### src/common/fcti_pkg.sv
package fcti_pkg;
   // ----------------------------------------
   // clock and source rates
   // ----------------------------------------
   localparam int unsigned CLK_HZ = 100_000_000;
   localparam int unsigned CLK_PERIOD_NS = 10;
   localparam int unsigned SRC_FAST_HZ = 4096;
   localparam int unsigned SRC_MID_HZ = 64;
   localparam int unsigned SRC_SEC_HZ = 1;
   localparam int unsigned SEC_PER_MIN = 60;
   localparam int unsigned FAST_DIV = CLK_HZ / SRC_FAST_HZ;
   localparam int unsigned MID_DIV = SRC_FAST_HZ / SRC_MID_HZ;
   localparam int unsigned SEC_DIV = SRC_MID_HZ / SRC_SEC_HZ;
   // return period of the repeat-mode low pulse
   localparam int unsigned RTN_NS = 10_000;
   localparam int unsigned RTN_CYC = (RTN_NS / CLK_PERIOD_NS < 1) ? 1 : RTN_NS / CLK_PERIOD_NS;
   // ----------------------------------------
   // register map: index, byte address = index * 4
   // ----------------------------------------
   localparam int AXI_AW = 8;
   localparam int AXI_DW = 32;
   localparam logic [7:0] REG_CTRL2_IDX = 8'h01;
   localparam logic [7:0] REG_TCTL_IDX = 8'h0e;
   localparam logic [7:0] REG_PRESET_IDX = 8'h0f;
   localparam logic [7:0] ADDR_CTRL2 = {REG_CTRL2_IDX[5:0], 2'h0};
   localparam logic [7:0] ADDR_TCTL = {REG_TCTL_IDX[5:0], 2'h0};
   localparam logic [7:0] ADDR_PRESET = {REG_PRESET_IDX[5:0], 2'h0};
   localparam int CTRL2_MODE_BIT = 4;
   localparam int CTRL2_TF_BIT = 2;
   localparam int CTRL2_TIE_BIT = 0;
   localparam int TCTL_RUN_BIT = 7;
   localparam int TCTL_PIN_BIT = 5;
   localparam logic [7:0] PRESET_RST = 8'h00;
   localparam logic [7:0] CNT_ONE = 8'h01;
   localparam logic [1:0] SRC_4096 = 2'h0;
   localparam logic [1:0] SRC_64 = 2'h1;
   localparam logic [1:0] SRC_1 = 2'h2;
   localparam logic [1:0] SRC_MIN = 2'h3;
   localparam logic [1:0] RESP_OKAY = 2'h0;
   localparam logic [1:0] RESP_SLVERR = 2'h2;
   // ----------------------------------------
   // types
   // ----------------------------------------
   typedef struct packed {
      logic [1:0] src_sel;
      logic run;
      logic mode;
      logic irq_en;
   } fcti_ctrl_t;
   localparam fcti_ctrl_t CTRL_RST = '{src_sel: SRC_4096, run: 1'b0, mode: 1'b0, irq_en: 1'b0};
   typedef enum logic [1:0] {FCTI_STOP = 2'b00, FCTI_COUNT = 2'b01} fcti_state_t;
endpackage

### src/logic/fcti_tick_div.sv
module fcti_tick_div
   import fcti_pkg::*;
#(
   parameter int unsigned DIV = 64
)
(
   input wire logic clk_in,
   input wire logic rst_b_in,
   input wire logic tick_in,
   output logic tick_out
);
   localparam int W = (DIV > 1) ? $clog2(DIV) : 1;
   localparam logic [W-1:0] LAST = W'(DIV - 1);
   logic [W-1:0] cnt_r;

   always_ff @(posedge clk_in)
   begin
      if (!rst_b_in)
         cnt_r <= '0;
      else if (tick_in)
         cnt_r <= (cnt_r == LAST) ? '0 : cnt_r + 1'b1;
   end

   always_ff @(posedge clk_in)
   begin
      if (!rst_b_in)
         tick_out <= 1'b0;
      else
         tick_out <= tick_in && (cnt_r == LAST);
   end
endmodule

### src/logic/fcti_ret_pulse.sv
module fcti_ret_pulse
   import fcti_pkg::*;
#(
   parameter int unsigned CYC = RTN_CYC
)
(
   input wire logic clk_in,
   input wire logic rst_b_in,
   input wire logic start_in,
   output logic busy_out
);
   localparam int W = (CYC > 1) ? $clog2(CYC) : 1;
   logic [W-1:0] cnt_r;

   // a new start restarts the full period
   always_ff @(posedge clk_in)
   begin
      if (!rst_b_in)
      begin
         cnt_r <= '0;
         busy_out <= 1'b0;
      end
      else if (start_in)
      begin
         cnt_r <= W'(CYC - 1);
         busy_out <= 1'b1;
      end
      else if (busy_out)
      begin
         if (cnt_r == '0)
            busy_out <= 1'b0;
         else
            cnt_r <= cnt_r - 1'b1;
      end
   end
endmodule

### src/logic/fcti_timer.sv
// How it works
// RULE1 - two-bit select picks 4096 Hz, 64 Hz, 1 Hz or 1/60 Hz ticks
// RULE2 - interval is source period times 8-bit setting, 1 to 255
// RULE3 - first tick unaligned, so interval lies between set time minus one tick and set time
// RULE4 - countdown starts from preset when run goes 0 to 1
// RULE5 - decrement once per tick; event when count goes 01h to 00h
// RULE6 - every event sets the event flag
// RULE7 - while running: count, event, reload preset, count again
// RULE8 - level mode: enable high at event drives irq low, else released
// RULE9 - while flag is set, enable directly drives or releases irq; code: level mode only, repeat mode enable gates pulse start
// RULE10 - flag holds until software clears; stopping keeps flag and irq
// RULE11 - level mode: clearing flag releases irq regardless of enable
// RULE12 - flag cleared while running: next 01h to 00h sets flag and irq again
// RULE13 - repeat mode reloads preset and restarts with no software action
// RULE14 - repeat mode: irq low for return period after each event, then released
// RULE15 - repeat mode: clearing flag does not shorten the low pulse
// RULE16 - repeat mode: each later event drives irq low even with flag set
// RULE17 - run going 1 to 0 stops the countdown
// RULE18 - host writes preset while stopped before each start
// RULE19 - host clears run, then flag, then enable before changing settings
// RULE20 - stopping invalidates counter and preset; preset must be rewritten
// RULE21 - writing 1 to flag does nothing; writing 0 clears it
// RULE22 - level mode: enable rising with event pending drives irq low at once
// RULE23 - irq is open drain: enable high means pin pulled low
module fcti_timer
   import fcti_pkg::*;
#(
   parameter int unsigned BASE_DIV = FAST_DIV,
   parameter int unsigned RET_CYC = RTN_CYC
)
(
   input wire logic clk_in,
   input wire logic rst_b_in,
   input wire logic [AXI_AW-1:0] s_axi_awaddr_in,
   input wire logic s_axi_awvalid_in,
   output logic s_axi_awready_out,
   input wire logic [AXI_DW-1:0] s_axi_wdata_in,
   input wire logic [AXI_DW/8-1:0] s_axi_wstrb_in,
   input wire logic s_axi_wvalid_in,
   output logic s_axi_wready_out,
   output logic [1:0] s_axi_bresp_out,
   output logic s_axi_bvalid_out,
   input wire logic s_axi_bready_in,
   input wire logic [AXI_AW-1:0] s_axi_araddr_in,
   input wire logic s_axi_arvalid_in,
   output logic s_axi_arready_out,
   output logic [AXI_DW-1:0] s_axi_rdata_out,
   output logic [1:0] s_axi_rresp_out,
   output logic s_axi_rvalid_out,
   input wire logic s_axi_rready_in,
   input wire logic timer_irq_out_n_in,
   output logic timer_irq_out_n_out,
   output logic timer_irq_out_n_oe_out
);
   // ----------------------------------------
   // declarations
   // ----------------------------------------
   fcti_ctrl_t ctrl_r;
   fcti_state_t state_r;
   logic [AXI_AW-1:0] aw_addr_r;
   logic [7:0] w_data_r;
   logic w_lane_r;
   logic [7:0] preset_r;
   logic preset_valid_r;
   logic [7:0] count_r;
   logic run_prev_r;
   logic tf_r;
   logic pin_r;
   logic tick_fast;
   logic tick_mid;
   logic tick_sec;
   logic tick_min;
   logic tick_sel;
   logic pulse_busy;
   logic wr_go;
   logic wr_ok;
   logic wr_ctrl2;
   logic wr_tctl;
   logic wr_preset;
   logic run_rise;
   logic run_fall;
   logic tmr_event;
   logic tf_clr;
   logic [7:0] rd_byte;
   logic rd_hit;

   // ----------------------------------------
   // source clock chain
   // ----------------------------------------
   fcti_tick_div #(.DIV(BASE_DIV)) u_div_fast (
      .clk_in(clk_in),
      .rst_b_in(rst_b_in),
      .tick_in(1'b1),
      .tick_out(tick_fast)
   );
   fcti_tick_div #(.DIV(MID_DIV)) u_div_mid (
      .clk_in(clk_in),
      .rst_b_in(rst_b_in),
      .tick_in(tick_fast),
      .tick_out(tick_mid)
   );
   fcti_tick_div #(.DIV(SEC_DIV)) u_div_sec (
      .clk_in(clk_in),
      .rst_b_in(rst_b_in),
      .tick_in(tick_mid),
      .tick_out(tick_sec)
   );
   fcti_tick_div #(.DIV(SEC_PER_MIN)) u_div_min (
      .clk_in(clk_in),
      .rst_b_in(rst_b_in),
      .tick_in(tick_sec),
      .tick_out(tick_min)
   );

   // prescaler runs free, so the first tick after start is unaligned
   always_comb
   begin
      case (ctrl_r.src_sel) // [RULE1] [RULE3]
         SRC_4096: tick_sel = tick_fast;
         SRC_64: tick_sel = tick_mid;
         SRC_1: tick_sel = tick_sec;
         SRC_MIN: tick_sel = tick_min;
         default: tick_sel = 1'b0;
      endcase
   end

   // ----------------------------------------
   // axi4-lite write channel
   // ----------------------------------------
   assign wr_go = !s_axi_awready_out && !s_axi_wready_out && !s_axi_bvalid_out;
   assign wr_ok = (aw_addr_r == ADDR_CTRL2) || (aw_addr_r == ADDR_TCTL) || (aw_addr_r == ADDR_PRESET);
   assign wr_ctrl2 = wr_go && w_lane_r && (aw_addr_r == ADDR_CTRL2);
   assign wr_tctl = wr_go && w_lane_r && (aw_addr_r == ADDR_TCTL);
   assign wr_preset = wr_go && w_lane_r && (aw_addr_r == ADDR_PRESET);

   // address and data are taken in either order, then held until the response
   always_ff @(posedge clk_in)
   begin
      if (!rst_b_in)
      begin
         s_axi_awready_out <= 1'b1;
         s_axi_wready_out <= 1'b1;
         s_axi_bvalid_out <= 1'b0;
         s_axi_bresp_out <= RESP_OKAY;
         aw_addr_r <= '0;
         w_data_r <= 8'h00;
         w_lane_r <= 1'b0;
      end
      else
      begin
         if (s_axi_awvalid_in && s_axi_awready_out)
         begin
            aw_addr_r <= s_axi_awaddr_in;
            s_axi_awready_out <= 1'b0;
         end
         if (s_axi_wvalid_in && s_axi_wready_out)
         begin
            w_data_r <= s_axi_wdata_in[7:0];
            w_lane_r <= s_axi_wstrb_in[0];
            s_axi_wready_out <= 1'b0;
         end
         if (wr_go)
         begin
            s_axi_bvalid_out <= 1'b1;
            s_axi_bresp_out <= wr_ok ? RESP_OKAY : RESP_SLVERR;
         end
         if (s_axi_bvalid_out && s_axi_bready_in)
         begin
            s_axi_bvalid_out <= 1'b0;
            s_axi_awready_out <= 1'b1;
            s_axi_wready_out <= 1'b1;
         end
      end
   end

   // ----------------------------------------
   // axi4-lite read channel
   // ----------------------------------------
   // preset address reads the live count while running; not latched, read twice
   always_comb
   begin
      rd_byte = 8'h00;
      rd_hit = 1'b1;
      case (s_axi_araddr_in)
         ADDR_CTRL2:
         begin
            rd_byte[CTRL2_MODE_BIT] = ctrl_r.mode;
            rd_byte[CTRL2_TF_BIT] = tf_r;
            rd_byte[CTRL2_TIE_BIT] = ctrl_r.irq_en;
         end
         ADDR_TCTL:
         begin
            rd_byte[TCTL_RUN_BIT] = ctrl_r.run;
            rd_byte[TCTL_PIN_BIT] = pin_r;
            rd_byte[1:0] = ctrl_r.src_sel;
         end
         ADDR_PRESET: rd_byte = (state_r == FCTI_COUNT) ? count_r : preset_r;
         default: rd_hit = 1'b0;
      endcase
   end

   always_ff @(posedge clk_in)
   begin
      if (!rst_b_in)
      begin
         s_axi_arready_out <= 1'b1;
         s_axi_rvalid_out <= 1'b0;
         s_axi_rdata_out <= '0;
         s_axi_rresp_out <= RESP_OKAY;
      end
      else if (s_axi_arvalid_in && s_axi_arready_out)
      begin
         s_axi_arready_out <= 1'b0;
         s_axi_rvalid_out <= 1'b1;
         s_axi_rdata_out <= {24'h000000, rd_byte};
         s_axi_rresp_out <= rd_hit ? RESP_OKAY : RESP_SLVERR;
      end
      else if (s_axi_rvalid_out && s_axi_rready_in)
      begin
         s_axi_rvalid_out <= 1'b0;
         s_axi_arready_out <= 1'b1;
      end
   end

   // ----------------------------------------
   // control bits
   // ----------------------------------------
   always_ff @(posedge clk_in)
   begin
      if (!rst_b_in)
         ctrl_r <= CTRL_RST;
      else
      begin
         if (wr_ctrl2)
         begin
            ctrl_r.mode <= w_data_r[CTRL2_MODE_BIT];
            ctrl_r.irq_en <= w_data_r[CTRL2_TIE_BIT];
         end
         if (wr_tctl)
         begin
            ctrl_r.run <= w_data_r[TCTL_RUN_BIT];
            ctrl_r.src_sel <= w_data_r[1:0];
         end
      end
   end

   always_ff @(posedge clk_in)
   begin
      if (!rst_b_in)
      begin
         run_prev_r <= 1'b0;
         pin_r <= 1'b1;
      end
      else
      begin
         run_prev_r <= ctrl_r.run;
         pin_r <= timer_irq_out_n_in;
      end
   end

   assign run_rise = ctrl_r.run && !run_prev_r;
   assign run_fall = !ctrl_r.run && run_prev_r;

   // ----------------------------------------
   // preset and down counter
   // ----------------------------------------
   // software must rewrite the preset after every stop
   always_ff @(posedge clk_in)
   begin
      if (!rst_b_in)
      begin
         preset_r <= PRESET_RST;
         preset_valid_r <= 1'b0;
      end
      else if (wr_preset)
      begin
         preset_r <= w_data_r; // [RULE18]
         preset_valid_r <= 1'b1;
      end
      else if (run_fall)
      begin
         preset_r <= PRESET_RST; // [RULE20]
         preset_valid_r <= 1'b0;
      end
   end

   assign tmr_event = (state_r == FCTI_COUNT) && tick_sel && (count_r == CNT_ONE); // [RULE5]

   // zero preset never starts: no interval is defined for it
   always_ff @(posedge clk_in)
   begin
      if (!rst_b_in)
      begin
         state_r <= FCTI_STOP;
         count_r <= 8'h00;
      end
      else
      begin
         case (state_r)
            FCTI_STOP:
            begin
               if (run_rise && preset_valid_r && (preset_r != 8'h00))
               begin
                  state_r <= FCTI_COUNT; // [RULE4]
                  count_r <= preset_r; // [RULE2]
               end
            end
            FCTI_COUNT:
            begin
               if (!ctrl_r.run)
               begin
                  state_r <= FCTI_STOP; // [RULE17]
                  count_r <= 8'h00; // [RULE20]
               end
               else if (tmr_event)
                  count_r <= preset_r; // [RULE7] [RULE13]
               else if (tick_sel)
                  count_r <= count_r - 1'b1; // [RULE5]
            end
            default:
            begin
               state_r <= FCTI_STOP;
               count_r <= 8'h00;
            end
         endcase
      end
   end

   // ----------------------------------------
   // event flag and interrupt pin
   // ----------------------------------------
   assign tf_clr = wr_ctrl2 && !w_data_r[CTRL2_TF_BIT]; // [RULE21]

   // a set in the same cycle as a clear wins; stopping leaves the flag alone
   always_ff @(posedge clk_in)
   begin
      if (!rst_b_in)
         tf_r <= 1'b0;
      else if (tmr_event)
         tf_r <= 1'b1; // [RULE6] [RULE12]
      else if (tf_clr)
         tf_r <= 1'b0; // [RULE10]
   end

   fcti_ret_pulse #(.CYC(RET_CYC)) u_ret (
      .clk_in(clk_in),
      .rst_b_in(rst_b_in),
      .start_in(tmr_event && ctrl_r.irq_en), // [RULE14] [RULE16]
      .busy_out(pulse_busy)
   );

   // repeat pulse ignores the flag, so a clear cannot cut it short
   always_ff @(posedge clk_in)
   begin
      if (!rst_b_in)
      begin
         timer_irq_out_n_out <= 1'b0;
         timer_irq_out_n_oe_out <= 1'b0;
      end
      else
      begin
         timer_irq_out_n_out <= 1'b0; // [RULE23]
         if (ctrl_r.mode)
            timer_irq_out_n_oe_out <= pulse_busy; // [RULE14] [RULE15]
         else
            timer_irq_out_n_oe_out <= tf_r && ctrl_r.irq_en; // [RULE8] [RULE9] [RULE11] [RULE22]
      end
   end
endmodule

### config.mk
export PLATFORM = sky130hd
export DESIGN_NAME = fcti_timer
export DESIGN_NICKNAME = d
export VERILOG_FILES = /design/src/common/fcti_pkg.sv /design/src/logic/fcti_tick_div.sv /design/src/logic/fcti_ret_pulse.sv /design/src/logic/fcti_timer.sv
export SDC_FILE = /design/constraint.sdc
export NUM_CORES = 1
export LEC_CHECK = 0
export ABC_CLOCK_PERIOD_IN_PS = 5100
export BUFFER_PORTS_ARGS = -buffer_cell sky130_fd_sc_hd__buf_2
export CAP_MARGIN = 10
export CORE_MARGIN = 4
export CORE_UTILIZATION = 59
export DETAILED_ROUTE_END_ITERATION = 7
export HOLD_SLACK_MARGIN = 0.1
export PLACE_DENSITY = 0.92
export SYNTH_ARGS = -nofsm -noshare
export SYNTH_HDL_FRONTEND = slang
export SYNTH_HIERARCHICAL = 1
export SYNTH_SLANG_ARGS = --single-unit
### constraint.sdc
create_clock -name clk_in -period 5.1 [get_ports clk_in]
set_clock_uncertainty 0.05 [all_clocks]
set_input_delay 0.765 -clock clk_in [delete_from_list [all_inputs] [get_ports clk_in]]
set_output_delay 0.765 -clock clk_in [all_outputs]
set_load 0.005 [all_outputs]
---- Word level (Yosys, flattened, before mapping) ----
Index checks and enable logic that the tools add are counted.
storage, ports and cells
  input port bits ......................... 60
  bits in registers ....................... 110
  word-level logic and storage cells ...... 149
  output and inout bits ................... 43
operators by class
  muxes and demuxes ....................... 41
  add/subtract/negate cells ............... 6
  eq/ne operators ......................... 19
  reduce and logical (&&, ||, !) cells .... 47
  bitwise operators ....................... 2
operators by type and width
  cell                                                  count
  two-way mux 8 bit                                     7
  equality test 8 x 6 -> 1 bit (second input constant)  4
  two-way mux 10 bit                                    3
  logical AND 1 bit                                     23
  adder 6 x 1 -> 6 bit (second input constant)          3
  equality test 6 bit (second input constant)           3
  two-way mux 6 bit                                     3
  equality test 8 x 3 -> 1 bit (second input constant)  2
  case mux 8 bit (2 select lines)                       1
  adder 15 x 1 -> 15 bit (second input constant)        1
  equality test 15 bit (second input constant)          1
  two-way mux 1 bit                                     15
  zero test 10 bit                                      1
  case mux 1 bit (2 select lines)                       5
  subtractor 10 x 1 -> 10 bit (second input constant)   1
  equality test 8 x 1 -> 1 bit (second input constant)  1
  two-way mux 2 bit                                     4
  AND reduction 2 bit                                   4
  nonzero test 2 bit                                    4
  nonzero test 8 bit                                    1
  subtractor 8 x 1 -> 8 bit (second input constant)     1
  zero test 1 bit                                       6
  OR reduction 2 bit                                    3
  equality test 2 x 1 -> 1 bit (second input constant)  2
  other kinds (11)                                      16

---- Longest topological paths before layout ----
  word-level depth ........................ 8
  gate-level depth with buffers ........... 9

---- Modules after synthesis ----
Netlist, hierarchy kept.
modules (own cells, without submodules)
  module                         cells each  area an instance (sq um)  times used
  fcti_timer                     358         2905.3                    1
  fcti_tick_div (u_div_fast)     83          760.7                     1
  fcti_ret_pulse                 62          603.1                     1
  fcti_tick_div (u_div_mid ...)  29          280.3                     2
  fcti_tick_div (u_div_min)      31          294.0                     1

---- Least setup slack after synthesis ----
No wires, ideal clock.
  path type ............................... reg-to-reg
  start ................................... reg ctrl_r[4] (netlist name)
  end ..................................... reg u_ret.cnt_r[6]
  stages on the path, launching flop included .. 7
  slack ................................... 3.220 ns
  path buffers ............................ 1
  setup time .............................. 0.116 ns
  clock period less this slack ............ 1.880 ns
  required time ........................... 4.934 ns
  data arrival time ....................... 1.714 ns
  path through ............................ dfxtp_1 -> mux4_2 -> nand4b_4 -> buf_6 -> nor2_1 -> a311o_1 -> and3_1
between the ends
  word-level cells in the longest chain between the ends .. 7
  elaborated cells between the ends (all ways) .. 12
  classes of those cells .................. eq/ne (4); mux (2); reduce/logical (6)
ends and longest elaborated chain
  element                                                                 line                  RTL
  from (decl)                                                             fcti_timer.sv:58      fcti_ctrl_t ctrl_r;
  equality test 2 bit, or another cell as far along                       fcti_timer.sv:118     case (ctrl_r.src_sel)
  case mux 1 bit (4 select lines) (*)                                     fcti_timer.sv:118
  logical AND 1 bit (*) (2 in series)                                     fcti_timer.sv:287     assign tmr_event = (state_r == FCTI_COUNT) && tick_sel && (count_r == CNT_ONE);
  logical AND 1 bit (*)                                                   fcti_timer.sv:348     .start_in(tmr_event && ctrl_r.irq_en),
  != test 2 x 1 -> 1 bit (no line) or nonzero test 2 bit (tied branches)  -
  AND reduction 2 bit (no line)                                           -
  to (signal assigned)                                                    fcti_ret_pulse.sv:25  cnt_r <= W'(CYC - 1);
  to (signal assigned)                                                    fcti_ret_pulse.sv:33  cnt_r <= cnt_r - 1'b1;
  to (decl)                                                               fcti_ret_pulse.sv:13  logic [W-1:0] cnt_r;
Mark *: on every way between the ends. The rest lies on a longest branch, timed or not.
A chain may end at the register's enable or synchronous reset.

---- Final worst setup path ----
  start ................................... reg state_r[0]
  end ..................................... reg u_ret.cnt_r[6]
between the ends
  word-level cells in the longest chain between the ends .. 6
  elaborated cells between the ends (all ways) .. 8
  classes of those cells .................. eq/ne (2); mux (1); reduce/logical (5)
ends and longest elaborated chain
  element                                                                 line               RTL
  from (decl)                                                             fcti_timer.sv:59   fcti_state_t state_r;
  from (signal assigned)                                                  fcti_timer.sv:294  state_r <= FCTI_STOP;
  from (signal assigned)                                                  fcti_timer.sv:304  state_r <= FCTI_COUNT;
  from (signal assigned)                                                  fcti_timer.sv:312  state_r <= FCTI_STOP;
  equality test 2 x 1 -> 1 bit (*)                                        fcti_timer.sv:287
  logical AND 1 bit (*) (2 in series)                                     fcti_timer.sv:287
  logical AND 1 bit (*)                                                   fcti_timer.sv:348
  != test 2 x 1 -> 1 bit (no line) or nonzero test 2 bit (tied branches)  -
  AND reduction 2 bit (no line)                                           -
Marks and branches as above.

==> metrics.cfg <==
[clock_tree]
cts_tree=built
insertion_delay_ns=0.37
path_clk_slew_ns=0.11
clockBufferDepth=2
cts_root_buf=clkbuf_8
ctsHoldBuffers=0
htree_levels=3
cts_resized=0
cts.sinks=107
numCtsBuffers=9
post_cts_buffers=0

[placement]
place.gp.congestion=0.877
port_buffers=48
place.detailed.hpwl_um=7880

[timing]
holdWs_ns=0.413
max_freq_mhz=408
worst_pin_slew_ns=0.765
maxSlewViolCount=0
finalHoldViolCount=0
setup-violations-final=0
period_share_pct=48.0
relSlewSlack_pct=48.7
period_needed_ns=2.45
finalSetupTns_ns=0
rsz0062_at_grt=false

[worst_setup_path]
crit_path_start=state_r[0]
r2r_cells=6
critPathCapture=u_ret/cnt_r[6]
reg2reg_slack_ns=2.65
worst_ep_required_time_ns=5.37
start_kind=flop
crit_path_end_kind=flop
r2r_start=state_r[0]
reg2reg_to=u_ret/cnt_r[6]
critPathKind=flop to flop
crit_fanout=15
arrival_ns=2.72

[global_route]
grt_pass1_vias=4111
antenna_found_initial=0
grt_overflow=0
grt_pass1_wl_um=18400
grt_max_degree=29
grtUsageTotal_pct=22.1

[yosys]
yosysUniqueCellTypes=70
yosysWarnings=6
synth.avg_cell_area_sq_um=8.65
yosysSeqAreaShare_pct=41.8
synth-async-reset-ratio_pct=0
ys_seq_elements=107
synth_cells=592
syn_area_sq_um=5120
synth_enable_flop_cells=0
synth-main-ff-cell=dfxtp_1

[floorplanning]
core.rowCount=33
dieArea_sq_um=10200
coreArea_sq_um=8340
start_util_pct=61.4
die_w_um=101
fp.dieH_um=101
ios=103

[power_and_ir_drop]
power.total_mw=1.48
p_leak_nw=2.20
peakVddDrop_mv=0.215
p_per_area_nw_per_um2=269

[job]
drv_cap=0

[hold_path]
hp-class=flop to flop

[layout]
synthToLayoutAreaGrowth_pct=7.35
finish.utilization_pct=65.9
multi_input_area_sq_um=2680
nets=698
layout-drive-gt1-share_pct=14.2
fillers=663
regArea_sq_um=2140
antennaDiodeCount=0

[detailed_routing]
avgRoutedWirePerCell_um=14.9
wirelength_um=11100
drt-pass1-iter-count=5
num_vias=4258
drc_errors=0
drtAntennaViolNets=0
drtIter0Drc=220
viasPerCell=5.75

[status]
outcome=completed

layout make-up:
| type | instances | area share (%) |
|---|---|---|
| multi-input combinational | 440 | 48.7 |
| sequential | 107 | 38.9 |
| timing repair buffer | 49 | 4.50 |
| tap | 105 | 2.39 |
| clock buffer | 10 | 2.32 |
| inverter | 23 | 1.57 |
| clock inverter | 6 | 1.52 |
stage by stage:
stage	instance area, sq um	worst slack, ns	cells
after floorplan	5220	3.22	618
after global placement	5290	2.38	724
after detailed placement	5290	2.27	724
after CTS	5500	2.69	740
after global routing	5500	2.49	740
final	5500	2.65	740
power by group:
| group | switching (mW) | leakage, nW | internal (mW) |
|---|---|---|---|
| sequential | 0.0142 | 0.867 | 0.849 |
| combinational | 0.0484 | 1.23 | 0.0278 |
| clock | 0.301 | 0.106 | 0.238 |
| total | 0.363 | 2.20 | 1.12 |
synth_stat cells, types with 5 or more instances:
library cell / instances / area [sq um]
nand4_1: 12 / 75.1
nor4_1: 11 / 68.8
nand3_1: 31 / 155
mux2i_1: 16 / 160
ha_1: 8 / 100
dfxtp_1: 107 / 2140
nor2_1: 69 / 259
inv_1: 22 / 82.6
buf_4: 28 / 210
and3_1: 6 / 37.5
xnor2_1: 15 / 131
a21oi_1: 49 / 245
nand2_1: 65 / 244
xor2_1: 16 / 140
nor3_1: 9 / 45.0
or3_1: 5 / 31.3
clkbuf_1: 12 / 45.0
o21ai_0: 18 / 90.1
placed cells by master (no fill, tap or decap), types with 3 or more instances in the layout:
cell type,netlist,routed
dfxtp_1,107,107
nor2_1,69,69
nand2_1,65,65
a21oi_1,49,49
buf_2,3,48
nand3_1,31,31
conb_1,2,28
inv_1,22,22
o21ai_0,18,18
mux2i_1,16,16
xor2_1,16,16
xnor2_1,15,15
nand4_1,12,12
nor4_1,11,11
nor3_1,9,9
clkbuf_8,0,9
ha_1,8,8
and3_1,6,6
or3_1,5,5
a211oi_1,4,4
a22oi_1,4,4
nand4_2,4,4
a21boi_0,4,4
and2_1,3,3
nand2b_1,3,3
a221oi_1,3,3
o31a_1,3,3
worst max-delay path: stages, from the launching register on:
cell and delay, ns:
dfxtp_1 0.76, and3b_1 0.35, nand4b_4 0.24, nor2_1 0.44, inv_1 0.24, nand4_1 0.15
and3_1 0.15
state kept, by name (all words and copies together) (netlist names), 5 cells and up:
name	count
u_div_min/cnt_r	6
u_div_fast/cnt_r	15
w_data_r	8
u_ret/cnt_r	10
ctrl_r	5
u_div_sec/cnt_r	6
preset_r	8
s_axi_rdata_out	8
count_r	8
aw_addr_r	8
u_div_mid/cnt_r	6
per-layer routing:
metal | global-route usage (%) | vias to the layer above | share of wire, %
met5 | 0 | - | 0
met4 | 6.44 | 0 | 1.2
met3 | 5.58 | 12 | 7.0
met2 | 38.9 | 138 | 50
met1 | 26.7 | 2004 | 41
li1 | - | 2104 | -
how the worst min path moves through the flow:
| stage | from | to | slack (ns) | cells after the start |
|---|---|---|---|---|
| 4_1_cts | w_data_r[5] | preset_r[5] | 0.41 | 2 |
| 2_1_floorplan | preset_valid_r | preset_valid_r | 0.38 | 2 |
| 3_3_place_gp | preset_valid_r | preset_valid_r | 0.39 | 2 |
| 5_1_grt | preset_valid_r | preset_valid_r | 0.44 | 2 |
| 3_5_place_dp | w_data_r[5] | preset_r[5] | 0.39 | 2 |
| 6_report | aw_addr_r[1] | aw_addr_r[1] | 0.41 | 2 |
cells by family (layout without fill, tap and decap cells):
group                      Yosys count  in the layout  synth area share (%)
and+or+nand+nor                    243            243                  24.5
AOI/OAI and AO/OA                  113            113                  14.9
DFF                                107            107                  41.8
adders and majority gates            8              8                  1.95
muxes                               17             17                  3.57
xor gates and xnor gates            31             31                  5.30
buffers and inverters               71             88                  7.77
other                                2             28                 0.147
No activity file was read; power rests on OpenSTA's default activity.
